`config.mk`:
```
export PLATFORM = sky130hd
export DESIGN_NAME = tmcc_core
export DESIGN_NICKNAME = d
export VERILOG_FILES = /design/src/verilog/tmcc_core.v
export VERILOG_INCLUDE_DIRS = /design/src /design/src/include
export SDC_FILE = /design/constraint.sdc
export NUM_CORES = 1
export LEC_CHECK = 0
export ABC_CLOCK_PERIOD_IN_PS = 6300
export BUFFER_PORTS_ARGS = -buffer_cell sky130_fd_sc_hd__buf_2
export CORE_MARGIN = 2
export CORE_UTILIZATION = 35
export DETAILED_ROUTE_END_ITERATION = 12
export SYNTH_ARGS = -nofsm -noshare
export SYNTH_HDL_FRONTEND = slang
export SYNTH_SLANG_ARGS = --single-unit
```
`constraint.sdc`:
```
create_clock -name clk_in -period 6.3 [get_ports clk_in]
set_input_delay 0.63 -clock clk_in [delete_from_list [all_inputs] [get_ports clk_in]]
set_output_delay 0.63 -clock clk_in [all_outputs]
set_load 0.02 [all_outputs]
```
`src/include/tmcc_defs.vh`:
```
`ifndef TMCC_DEFS_VH
`define TMCC_DEFS_VH

// --------------------------------------------------------------------
// register offsets (byte addresses, one word each)
// --------------------------------------------------------------------
`define TMCC_REG_CTRL 8'h00
`define TMCC_REG_KEY 8'h04
`define TMCC_REG_STATUS 8'h08
`define TMCC_REG_CODE 8'h0C
`define TMCC_REG_ADDR24 8'h10
`define TMCC_REG_REPLY 8'h14

// --------------------------------------------------------------------
// ctrl fields
// --------------------------------------------------------------------
`define TMCC_CTRL_ON_GROUND 0
`define TMCC_CTRL_RESTORE 1

// --------------------------------------------------------------------
// key command codes (written to the key register)
// --------------------------------------------------------------------
`define TMCC_KEY_DIGIT0 5'h00
`define TMCC_KEY_DIGIT7 5'h07
`define TMCC_KEY_DIGIT8 5'h08
`define TMCC_KEY_DIGIT9 5'h09
`define TMCC_KEY_MENU 5'h0A
`define TMCC_KEY_STANDBY 5'h0B
`define TMCC_KEY_ON 5'h0C
`define TMCC_KEY_ALT 5'h0D
`define TMCC_KEY_GND 5'h0E
`define TMCC_KEY_VFR 5'h0F
`define TMCC_KEY_CODE 5'h10
`define TMCC_KEY_IDENT 5'h11
`define TMCC_KEY_BACK 5'h12
`define TMCC_KEY_DIGIT_BACK 5'h13
`define TMCC_KEY_KNOB_DIGIT 5'h14
`define TMCC_KEY_KNOB_NEXT 5'h15
`define TMCC_KEY_CONFIRM 5'h16
`define TMCC_KEY_CANCEL 5'h17
`define TMCC_KEY_KNOB_PRESS 5'h18

// --------------------------------------------------------------------
// reply request codes
// --------------------------------------------------------------------
`define TMCC_REQ_MODE_A 2'h0
`define TMCC_REQ_MODE_C 2'h1
`define TMCC_REQ_MODE_S 2'h2
`define TMCC_REQ_MODE_S_ALT 2'h3

// --------------------------------------------------------------------
// operating modes
// --------------------------------------------------------------------
`define TMCC_MODE_GND 2'h0
`define TMCC_MODE_STANDBY_KEY 2'h1
`define TMCC_MODE_ON 2'h2
`define TMCC_MODE_ALT 2'h3

// --------------------------------------------------------------------
// reset values and timing
// --------------------------------------------------------------------
`define TMCC_VFR_CODE 12'h280
`define TMCC_CLK_HZ 200000000
`define TMCC_DIGIT_TIMEOUT_S 10
`define TMCC_KEYPAD_ACT_S 5
`define TMCC_KNOB_ACT_S 10
`define TMCC_MENU_TIMEOUT_S 45
`define TMCC_IDENT_S 5'h12
`define TMCC_SQUITTER_S 1
`define TMCC_REPLY_SHOW_S 1

`endif

```
`src/verilog/tmcc_core.v`:
```
// --------------------------------------------------------------------
// --------------------------------------------------------------------
`timescale 1ns/1ps
`include "tmcc_defs.vh"

module tmcc_core #(
    parameter CLK_HZ = `TMCC_CLK_HZ,
    parameter [23:0] ICAO_ADDR = 24'hABCDE1, // arbitrary value
    parameter [11:0] VFR_CODE = `TMCC_VFR_CODE
) (
    input wire clk_in,
    input wire rst_b_in,
    input wire wb_cyc_in,
    input wire wb_stb_in,
    input wire wb_we_in,
    input wire [7:0] wb_adr_in,
    input wire [3:0] wb_sel_in,
    input wire [31:0] wb_dat_in,
    output reg [31:0] wb_dat_out,
    output reg wb_ack_out,
    input wire on_ground_in,
    input wire [1:0] retained_mode_in,
    input wire interrogation_in,
    input wire [1:0] interrogation_type_in,
    input wire [12:0] pressure_alt_in,
    output reg reply_valid_out,
    output reg [1:0] reply_type_out,
    output reg [12:0] reply_alt_out,
    output reg [11:0] reply_code_out,
    output reg reply_has_alt_out,
    output reg squitter_out,
    output wire [23:0] squitter_addr_out,
    output reg ident_tx_out,
    output reg [1:0] mode_out,
    output wire display_white_out,
    output reg identify_indication_out,
    output reg reply_status_out,
    output reg [1:0] menu_level_out
);

// --------------------------------------------------------------------
// seconds tick and synchronisers
// --------------------------------------------------------------------
localparam [31:0] TICK_MAX = CLK_HZ - 1;
reg [31:0] div_ff;
reg sec_tick_ff;
always @(posedge clk_in or negedge rst_b_in)
begin
    if (!rst_b_in)
    begin
        div_ff <= 32'h00000000;
        sec_tick_ff <= 1'b0;
    end
    else
    begin
        sec_tick_ff <= (div_ff == TICK_MAX);
        div_ff <= (div_ff == TICK_MAX) ? 32'h00000000 : div_ff + 32'h00000001;
    end
end

reg gnd_s1_ff;
reg gnd_s2_ff;
reg gnd_prev_ff;
reg irq_s1_ff;
reg irq_s2_ff;
reg irq_prev_ff;
reg [1:0] settle_ff;
always @(posedge clk_in or negedge rst_b_in)
begin
    if (!rst_b_in)
    begin
        gnd_s1_ff <= 1'b1;
        gnd_s2_ff <= 1'b1;
        gnd_prev_ff <= 1'b1;
        irq_s1_ff <= 1'b0;
        irq_s2_ff <= 1'b0;
        irq_prev_ff <= 1'b0;
        settle_ff <= 2'h0;
    end
    else
    begin
        gnd_s1_ff <= on_ground_in;
        gnd_s2_ff <= gnd_s1_ff;
        gnd_prev_ff <= gnd_s2_ff;
        irq_s1_ff <= interrogation_in;
        irq_s2_ff <= irq_s1_ff;
        irq_prev_ff <= irq_s2_ff;
        if (settle_ff != 2'h3)
            settle_ff <= settle_ff + 2'h1;
    end
end
// reset level of the stages is a guess; ignore ground-to-air edges until the pin has passed through
wire went_air = gnd_prev_ff && !gnd_s2_ff && (settle_ff == 2'h3);
wire went_gnd = !gnd_prev_ff && gnd_s2_ff;
wire irq_rise = irq_s2_ff && !irq_prev_ff;

// --------------------------------------------------------------------
// wishbone slave
// --------------------------------------------------------------------
wire wb_req = wb_cyc_in && wb_stb_in && !wb_ack_out;
wire wb_wr = wb_req && wb_we_in && wb_sel_in[0];
wire key_wr = wb_wr && (wb_adr_in == `TMCC_REG_KEY);
wire [4:0] key = wb_dat_in[4:0];
reg auto_gnd_ff;
reg restore_req_ff;
reg [11:0] act_ff;
reg [11:0] pend_ff;
reg pend_done_ff;

always @(posedge clk_in or negedge rst_b_in)
begin
    if (!rst_b_in)
    begin
        wb_ack_out <= 1'b0;
        wb_dat_out <= 32'h00000000;
    end
    else
    begin
        wb_ack_out <= wb_req;
        case (wb_adr_in)
            `TMCC_REG_CTRL: wb_dat_out <= {30'h0, restore_req_ff, auto_gnd_ff};
            `TMCC_REG_STATUS: wb_dat_out <= {24'h0, menu_level_out, display_white_out,
                identify_indication_out, reply_status_out, 1'b0, mode_out};
            `TMCC_REG_CODE: wb_dat_out <= {8'h00, pend_ff, act_ff};
            `TMCC_REG_ADDR24: wb_dat_out <= {8'h00, ICAO_ADDR};
            default: wb_dat_out <= 32'h00000000;
        endcase
    end
end

// --------------------------------------------------------------------
// mode control
// --------------------------------------------------------------------
reg [11:0] vfr_prev_ff;
reg vfr_on_ff;
reg [1:0] cur_ff; // entry cursor digit
reg [1:0] ent_ff; // 0 idle, 1 keypad, 2 knob typing, 3 knob done
reg [5:0] ent_tmr_ff;
reg [5:0] menu_tmr_ff;
reg [4:0] ident_tmr_ff;
reg [1:0] sq_tmr_ff;
reg rs_tmr_ff;

localparam [1:0] ENT_IDLE = 2'h0;
localparam [1:0] ENT_KEYPAD = 2'h1;
localparam [1:0] ENT_KNOB = 2'h2;
localparam [1:0] ENT_KNOB_DONE = 2'h3;
localparam [1:0] MENU_TOP = 2'h0;
localparam [1:0] MENU_MODE = 2'h1;
localparam [1:0] MENU_CODE = 2'h2;

// retained mode caught one cycle after release
always @(posedge clk_in or negedge rst_b_in)
begin
    if (!rst_b_in)
    begin
        restore_req_ff <= 1'b1;
        auto_gnd_ff <= 1'b1;
        mode_out <= `TMCC_MODE_STANDBY_KEY;
    end
    else if (restore_req_ff)
    begin
        restore_req_ff <= 1'b0;
        mode_out <= retained_mode_in;
    end
    else if (key_wr && menu_level_out != MENU_TOP && key == `TMCC_KEY_STANDBY)
    begin
        mode_out <= `TMCC_MODE_STANDBY_KEY;
        auto_gnd_ff <= 1'b0;
    end
    else if (key_wr && menu_level_out != MENU_TOP && key == `TMCC_KEY_ON)
    begin
        mode_out <= `TMCC_MODE_ON;
        auto_gnd_ff <= 1'b0;
    end
    else if (key_wr && menu_level_out != MENU_TOP && key == `TMCC_KEY_ALT)
    begin
        mode_out <= `TMCC_MODE_ALT;
        auto_gnd_ff <= 1'b0;
    end
    else if (key_wr && key == `TMCC_KEY_GND && mode_out == `TMCC_MODE_STANDBY_KEY && gnd_s2_ff)
    begin
        mode_out <= `TMCC_MODE_GND;
        auto_gnd_ff <= 1'b1;
    end
    else if (went_air)
    begin
        mode_out <= `TMCC_MODE_ALT;
        auto_gnd_ff <= 1'b1;
    end
    else if (went_gnd && auto_gnd_ff)
        mode_out <= `TMCC_MODE_GND;
end

// --------------------------------------------------------------------
// menu, code entry and timers
// --------------------------------------------------------------------
wire lower = (menu_level_out != MENU_TOP);
wire is_digit = (key <= `TMCC_KEY_DIGIT7);
wire ident_ok = key_wr && key == `TMCC_KEY_IDENT && mode_out != `TMCC_MODE_STANDBY_KEY;

always @(posedge clk_in or negedge rst_b_in)
begin
    if (!rst_b_in)
    begin
        menu_level_out <= MENU_TOP;
        menu_tmr_ff <= 6'h00;
        act_ff <= 12'h000;
        pend_ff <= 12'h000;
        vfr_prev_ff <= 12'h000;
        vfr_on_ff <= 1'b0;
        cur_ff <= 2'h0;
        ent_ff <= ENT_IDLE;
        ent_tmr_ff <= 6'h00;
        ident_tmr_ff <= 5'h00;
        ident_tx_out <= 1'b0;
    end
    else
    begin
        ident_tx_out <= ident_ok;
        if (ident_ok)
            ident_tmr_ff <= `TMCC_IDENT_S;
        else if (sec_tick_ff && ident_tmr_ff != 5'h00)
            ident_tmr_ff <= ident_tmr_ff - 5'h01;
        if (key_wr)
        begin
            menu_tmr_ff <= 6'h00;
            case (key)
                `TMCC_KEY_MENU: if (menu_level_out == MENU_TOP) menu_level_out <= MENU_MODE;
                `TMCC_KEY_CODE: if (menu_level_out == MENU_MODE) menu_level_out <= MENU_CODE;
                `TMCC_KEY_BACK: if (lower) menu_level_out <= menu_level_out - 2'h1;
                `TMCC_KEY_IDENT: menu_level_out <= MENU_TOP;
                default: ;
            endcase
        end
        else if (sec_tick_ff && lower)
        begin
            if (menu_tmr_ff == `TMCC_MENU_TIMEOUT_S - 1)
                menu_level_out <= MENU_TOP;
            else
                menu_tmr_ff <= menu_tmr_ff + 6'h01;
        end
        if (key_wr && key == `TMCC_KEY_VFR && menu_level_out == MENU_MODE)
        begin
            vfr_on_ff <= !vfr_on_ff;
            act_ff <= vfr_on_ff ? vfr_prev_ff : VFR_CODE;
            pend_ff <= vfr_on_ff ? vfr_prev_ff : VFR_CODE;
            if (!vfr_on_ff)
                vfr_prev_ff <= act_ff;
            ent_ff <= ENT_IDLE;
        end
        else if (key_wr && menu_level_out == MENU_CODE && is_digit && ent_ff != ENT_KNOB
            && ent_ff != ENT_KNOB_DONE)
        begin
            if (ent_ff == ENT_IDLE)
                pend_ff <= {key[2:0], act_ff[8:0]};
            else
                case (cur_ff)
                    2'h0: pend_ff[11:9] <= key[2:0];
                    2'h1: pend_ff[8:6] <= key[2:0];
                    2'h2: pend_ff[5:3] <= key[2:0];
                    default: pend_ff[2:0] <= key[2:0];
                endcase
            ent_ff <= ENT_KEYPAD;
            ent_tmr_ff <= 6'h00;
            if (ent_ff == ENT_IDLE)
                cur_ff <= 2'h1;
            else if (cur_ff != 2'h3)
                cur_ff <= cur_ff + 2'h1;
        end
        else if (key_wr && key == `TMCC_KEY_DIGIT_BACK && ent_ff == ENT_KEYPAD && cur_ff != 2'h0)
        begin
            cur_ff <= cur_ff - 2'h1;
            ent_tmr_ff <= 6'h00;
        end
        else if (key_wr && menu_level_out == MENU_CODE && key == `TMCC_KEY_KNOB_DIGIT
            && ent_ff != ENT_KEYPAD && ent_ff != ENT_KNOB_DONE)
        begin
            if (ent_ff == ENT_IDLE)
                pend_ff <= act_ff;
            case (cur_ff)
                2'h0: pend_ff[11:9] <= wb_dat_in[10:8];
                2'h1: pend_ff[8:6] <= wb_dat_in[10:8];
                2'h2: pend_ff[5:3] <= wb_dat_in[10:8];
                default: pend_ff[2:0] <= wb_dat_in[10:8];
            endcase
            ent_ff <= ENT_KNOB;
        end
        else if (key_wr && key == `TMCC_KEY_KNOB_NEXT && ent_ff == ENT_KNOB)
            cur_ff <= cur_ff + 2'h1;
        else if (key_wr && key == `TMCC_KEY_CONFIRM && ent_ff == ENT_KNOB)
        begin
            ent_ff <= ENT_KNOB_DONE;
            ent_tmr_ff <= 6'h00;
        end
        else if (key_wr && ent_ff == ENT_KNOB && (key == `TMCC_KEY_CANCEL || key == `TMCC_KEY_KNOB_PRESS))
        begin
            pend_ff <= act_ff;
            ent_ff <= ENT_IDLE;
            cur_ff <= 2'h0;
        end
        else if (sec_tick_ff && ent_ff != ENT_IDLE && ent_ff != ENT_KNOB)
        begin
            ent_tmr_ff <= ent_tmr_ff + 6'h01;
            if (ent_ff == ENT_KEYPAD && cur_ff == 2'h3 && pend_done_ff
                && ent_tmr_ff == `TMCC_KEYPAD_ACT_S - 1)
            begin
                act_ff <= pend_ff;
                ent_ff <= ENT_IDLE;
                cur_ff <= 2'h0;
            end
            else if (ent_ff == ENT_KEYPAD && !pend_done_ff && ent_tmr_ff == `TMCC_DIGIT_TIMEOUT_S - 1)
            begin
                pend_ff <= act_ff;
                ent_ff <= ENT_IDLE;
                cur_ff <= 2'h0;
            end
            else if (ent_ff == ENT_KNOB_DONE && ent_tmr_ff == `TMCC_KNOB_ACT_S - 1)
            begin
                act_ff <= pend_ff;
                ent_ff <= ENT_IDLE;
                cur_ff <= 2'h0;
            end
        end
    end
end

// fourth keypad digit seen; cleared on any cursor move back
always @(posedge clk_in or negedge rst_b_in)
begin
    if (!rst_b_in)
        pend_done_ff <= 1'b0;
    else if (ent_ff == ENT_IDLE)
        pend_done_ff <= 1'b0;
    else if (key_wr && ent_ff == ENT_KEYPAD && is_digit && menu_level_out == MENU_CODE)
        pend_done_ff <= (cur_ff == 2'h3);
    else if (key_wr && key == `TMCC_KEY_DIGIT_BACK)
        pend_done_ff <= 1'b0;
end

// --------------------------------------------------------------------
// replies and squitter
// --------------------------------------------------------------------
reg reply_ok;
always @*
begin
    case (mode_out)
        `TMCC_MODE_GND: reply_ok = interrogation_type_in[1];
        `TMCC_MODE_STANDBY_KEY: reply_ok = 1'b0;
        `TMCC_MODE_ON: reply_ok = (interrogation_type_in != `TMCC_REQ_MODE_C);
        default: reply_ok = 1'b1;
    endcase
end

assign squitter_addr_out = ICAO_ADDR;
assign display_white_out = (mode_out == `TMCC_MODE_STANDBY_KEY);

always @(posedge clk_in or negedge rst_b_in)
begin
    if (!rst_b_in)
    begin
        reply_valid_out <= 1'b0;
        reply_type_out <= 2'h0;
        reply_alt_out <= 13'h0000;
        reply_code_out <= 12'h000;
        reply_has_alt_out <= 1'b0;
        squitter_out <= 1'b0;
        sq_tmr_ff <= 2'h0;
        rs_tmr_ff <= 1'b0;
        reply_status_out <= 1'b0;
        identify_indication_out <= 1'b0;
    end
    else
    begin
        identify_indication_out <= (ident_tmr_ff != 5'h00);
        reply_valid_out <= irq_rise && reply_ok;
        if (irq_rise && reply_ok)
        begin
            reply_type_out <= interrogation_type_in;
            reply_code_out <= act_ff;
            reply_has_alt_out <= (mode_out == `TMCC_MODE_ALT) && interrogation_type_in[0];
            reply_alt_out <= (mode_out == `TMCC_MODE_ALT) ? pressure_alt_in : 13'h0000;
        end
        squitter_out <= 1'b0;
        if (sec_tick_ff)
        begin
            squitter_out <= (sq_tmr_ff == `TMCC_SQUITTER_S - 1);
            sq_tmr_ff <= (sq_tmr_ff == `TMCC_SQUITTER_S - 1) ? 2'h0 : sq_tmr_ff + 2'h1;
        end
        if (irq_rise && reply_ok)
        begin
            reply_status_out <= 1'b1;
            rs_tmr_ff <= 1'b0;
        end
        else if (sec_tick_ff && reply_status_out)
        begin
            if (rs_tmr_ff)
                reply_status_out <= 1'b0;
            rs_tmr_ff <= 1'b1;
        end
    end
end

endmodule
```
==> run_results.csv <==
group,metric,value,unit
detailed_routing,wire_per_inst,16.3,um
placed_design,hpwl,14500,um
cells_and_area,layout_common_cells,"dfrtp_1 (161), nand2_1 (133), buf_2 (102)",
die,start_util,35.9,%
setup_path,startpoint,"wb_ack_out",
synthesis,netlist_instances,841,
sta,setup_violations,0,
cells_and_area,ff_latch_area,0.00419,mm2
sta,rsz0062_at_grt,"false",
die,die_h,160,um
synthesis,synthFlopType,"dfrtp_1",
placed_design,dp_slack,2.16,ns
sta,finalCritPeriodShare,60.2,%
cells_and_area,fin_nets,1021,
global_routing,overflow,0,
synthesis,ys_seq_elements,167,
detailed_routing,drtAntennaViolNets,0,
synthesis,synth_edf_count,0,
die,die_w,160,um
synthesis,yosys.area.top_type,"dfrtp_1",
synthesis,yosys.cell_types.count,72,
clocking,cts_hold_buf,0,
clocking,cts_tree,"yes",
clocking,clock-root-buffer,"clkbuf_16",
setup_path,regToRegEndpoint,"vfr_prev_ff[3]",
synthesis,yosysWarnings,0,
placed_design,dpl_cell_area,0.00918,mm2
setup_path,endpoint,"vfr_prev_ff[3]",
sta,final.setup.tns,0,ns
clocking,cts_resized,0,
detailed_routing,post_drt_via_cell_ratio,4.92,
detailed_routing,remaining_drc_errors,0,
cells_and_area,multi_input_comb_area,0.00395,mm2
placed_design,place_congestion,0.767,
detailed_routing,drtIter0Drc,471,
global_routing,grt_max_degree,93,
power,power.density,244,mW/mm2
cells_and_area,final_area,0.00982,mm2
sta,holdWs,0.300,ns
synthesis,yosys.area.top_type_share,47.5,%
clocking,clock-sinks,167,
sta,finalMaxSlewViolations,0,
die,pin_count,163,
power,ir_worst_vdd,0.000168,V
clocking,htree_levels,4,
detailed_routing,vias,6247,
sta,worstMarginPinSlew,1.10,ns
setup_path,crit_path_end_kind,"register",
clocking,clk_pin_slew,0.07,ns
cells_and_area,area_growth,15.7,%
clocking,cts_buffer_depth,2,
power,power.total,0.00239,W
detailed_routing,firstDrtPassIters,5,
sta,fin_ws,2.51,ns
setup_path,cp.arrival,4.10,ns
setup_path,r2r-start,"wb_ack_out",
clocking,cts_setup_buffers,0,
flow_run,drv_cap,0,
global_routing,grtUsageTotal,16.5,%
sta,finClkSkew,0.0112,ns
setup_path,crit_path_start_kind,"register",
sta,slew_headroom,26.3,%
clocking,numCtsBuffers,17,
die,die-area,0.0255,mm2
power,p_leak,4.86,nW
setup_path,critPathRequiredTime,6.61,ns
synthesis,synthArstFlopShare,100,%
sta,min_period,3.79,ns
cells_and_area,drive_gt1_share,20.5,%
detailed_routing,wirelength,20700,um
synthesis,synth.area.top_cells,"dfrtp_1 (47%), nand2_1 (5.9%), buf_4 (2.9%)",
synthesis,yosysSeqAreaShare,49.3,%
setup_path,rr_worst_depth,6,
placed_design,io_buffer_count,103,
sta,fmax,264,MHz
setup_path,r2r_slack,2.51,ns
synthesis,postSynthAreaPerCell,10.1,um2
run_status,outcome,"complete, no violations",
cells_and_area,fillers,2314,
worst_hold_path,hold_path.class,"input pin to asynchronous set/reset pin",
die,fp-row-count,56,
clocking,clk_latency,0.43,ns
synthesis,syn_area,0.00849,mm2
setup_path,cp_max_fo,20,
cells_and_area,final_common_cell,"dfrtp_1",
setup_path,path_class,"register to register",
sta,hold_viol,0,
global_routing,grt_pass1_wl,33100,um
global_routing,first_global_vias,5927,
global_routing,antenna_found_initial,5,
die,coreArea,0.0236,mm2
[Yosys cell counts, types with 3 or more instances]
cell type	instances
nand3_1	36
clkbuf_1	19
nor4b_1	5
nor4_1	9
a21boi_0	3
buf_4	33
nor3_1	4
buf_1	4
and2_1	13
dfrtp_1	161
or3_1	7
xnor2_1	22
and4_1	7
a21oi_1	26
ha_1	18
and3_1	15
mux2_2	17
buf_2	6
a22oi_1	22
mux2_4	12
nand4_1	14
mux2i_1	17
o21ai_0	29
o211ai_1	3
xor2_1	19
nand3b_1	4
dfstp_2	6
nor2_1	66
inv_1	20
nor2b_1	13
o21a_4	4
a22o_1	3
a21o_1	13
nand2b_1	9
nand2_1	133
o22ai_1	4
[where the power goes]
| part | leakage (nW) | internal [W] | total (W) | switching, W |
|---|---|---|---|---|
| Sequential | 2.21 | 0.00109 | 0.00111 | 0.0000124 |
| Clock | 0.294 | 0.000680 | 0.00113 | 0.000452 |
| Combinational | 2.36 | 0.0000405 | 0.000153 | 0.000112 |
[worst min path at each step]
stage	end	startpoint
after global routing	gnd_s1_ff	on_ground_in
after detailed placement	irq_s2_ff	irq_s1_ff
after CTS	gnd_s1_ff	on_ground_in
final	cur_ff[1]	rst_b_in
after global placement	irq_s2_ff	irq_s1_ff
after floorplan	act_ff[0]	rst_b_in
[logic make-up after synthesis]
kind of cell | synth area share [%]
AND/OR/NAND/NOR | 21.5
adder cells (fa/ha/maj) | 2.65
flip-flops | 49.3
AO/OA/AOI/OAI | 10.1
buffers and inverters | 5.48
XOR/XNOR | 4.23
multiplexers | 6.65
other | 0.0885
[through the flow]
| step | std cells | util, % |
|---|---|---|
| global placement | 1235 | 38.9 |
| CTS | 1267 | 41.6 |
| finish | 1270 | 41.6 |
| floorplan | 872 | - |
| global route | 1268 | 41.6 |
| detailed placement | 1235 | 38.9 |
[state kept, by name (all words and copies together) (netlist names), 2 cells and up]
signal	cells
act_ff	12
cur_ff	2
div_ff	32
ent_ff	2
ent_tmr_ff	6
ident_tmr_ff	5
menu_level_out	2
menu_tmr_ff	6
mode_out	2
pend_ff	12
reply_alt_out	13
reply_code_out	12
reply_type_out	2
settle_ff	2
sq_tmr_ff	2
vfr_prev_ff	12
wb_dat_out	24
[critical path, cell delays in order (launching register included)]
cell and delay (ns):
dfrtp_1 0.37, nand3b_1 0.29, inv_1 0.21, and4_1 0.68, nand2_1 0.67, nor2_1 1.02
mux2_2 0.42
[area by class of cell]
cell class	count	share of cell area (%)
sequential	167	42.6
tap	319	4.06
clock buffer	19	4.51
clock inverter	13	1.99
antenna	3	0.0764
multi-input combinational	620	40.2
inverter	21	0.803
timing repair buffer	108	5.69
[metal layers]
layer	vias up	track usage, %	part of all wire, %
met2	134	25.9	47
met4	4	4.26	1.2
met5	-	0	0.11
met1	3046	22.7	47
met3	21	4.13	4.8
li1	3042	-	-
(Power assumes the default switching activity.)
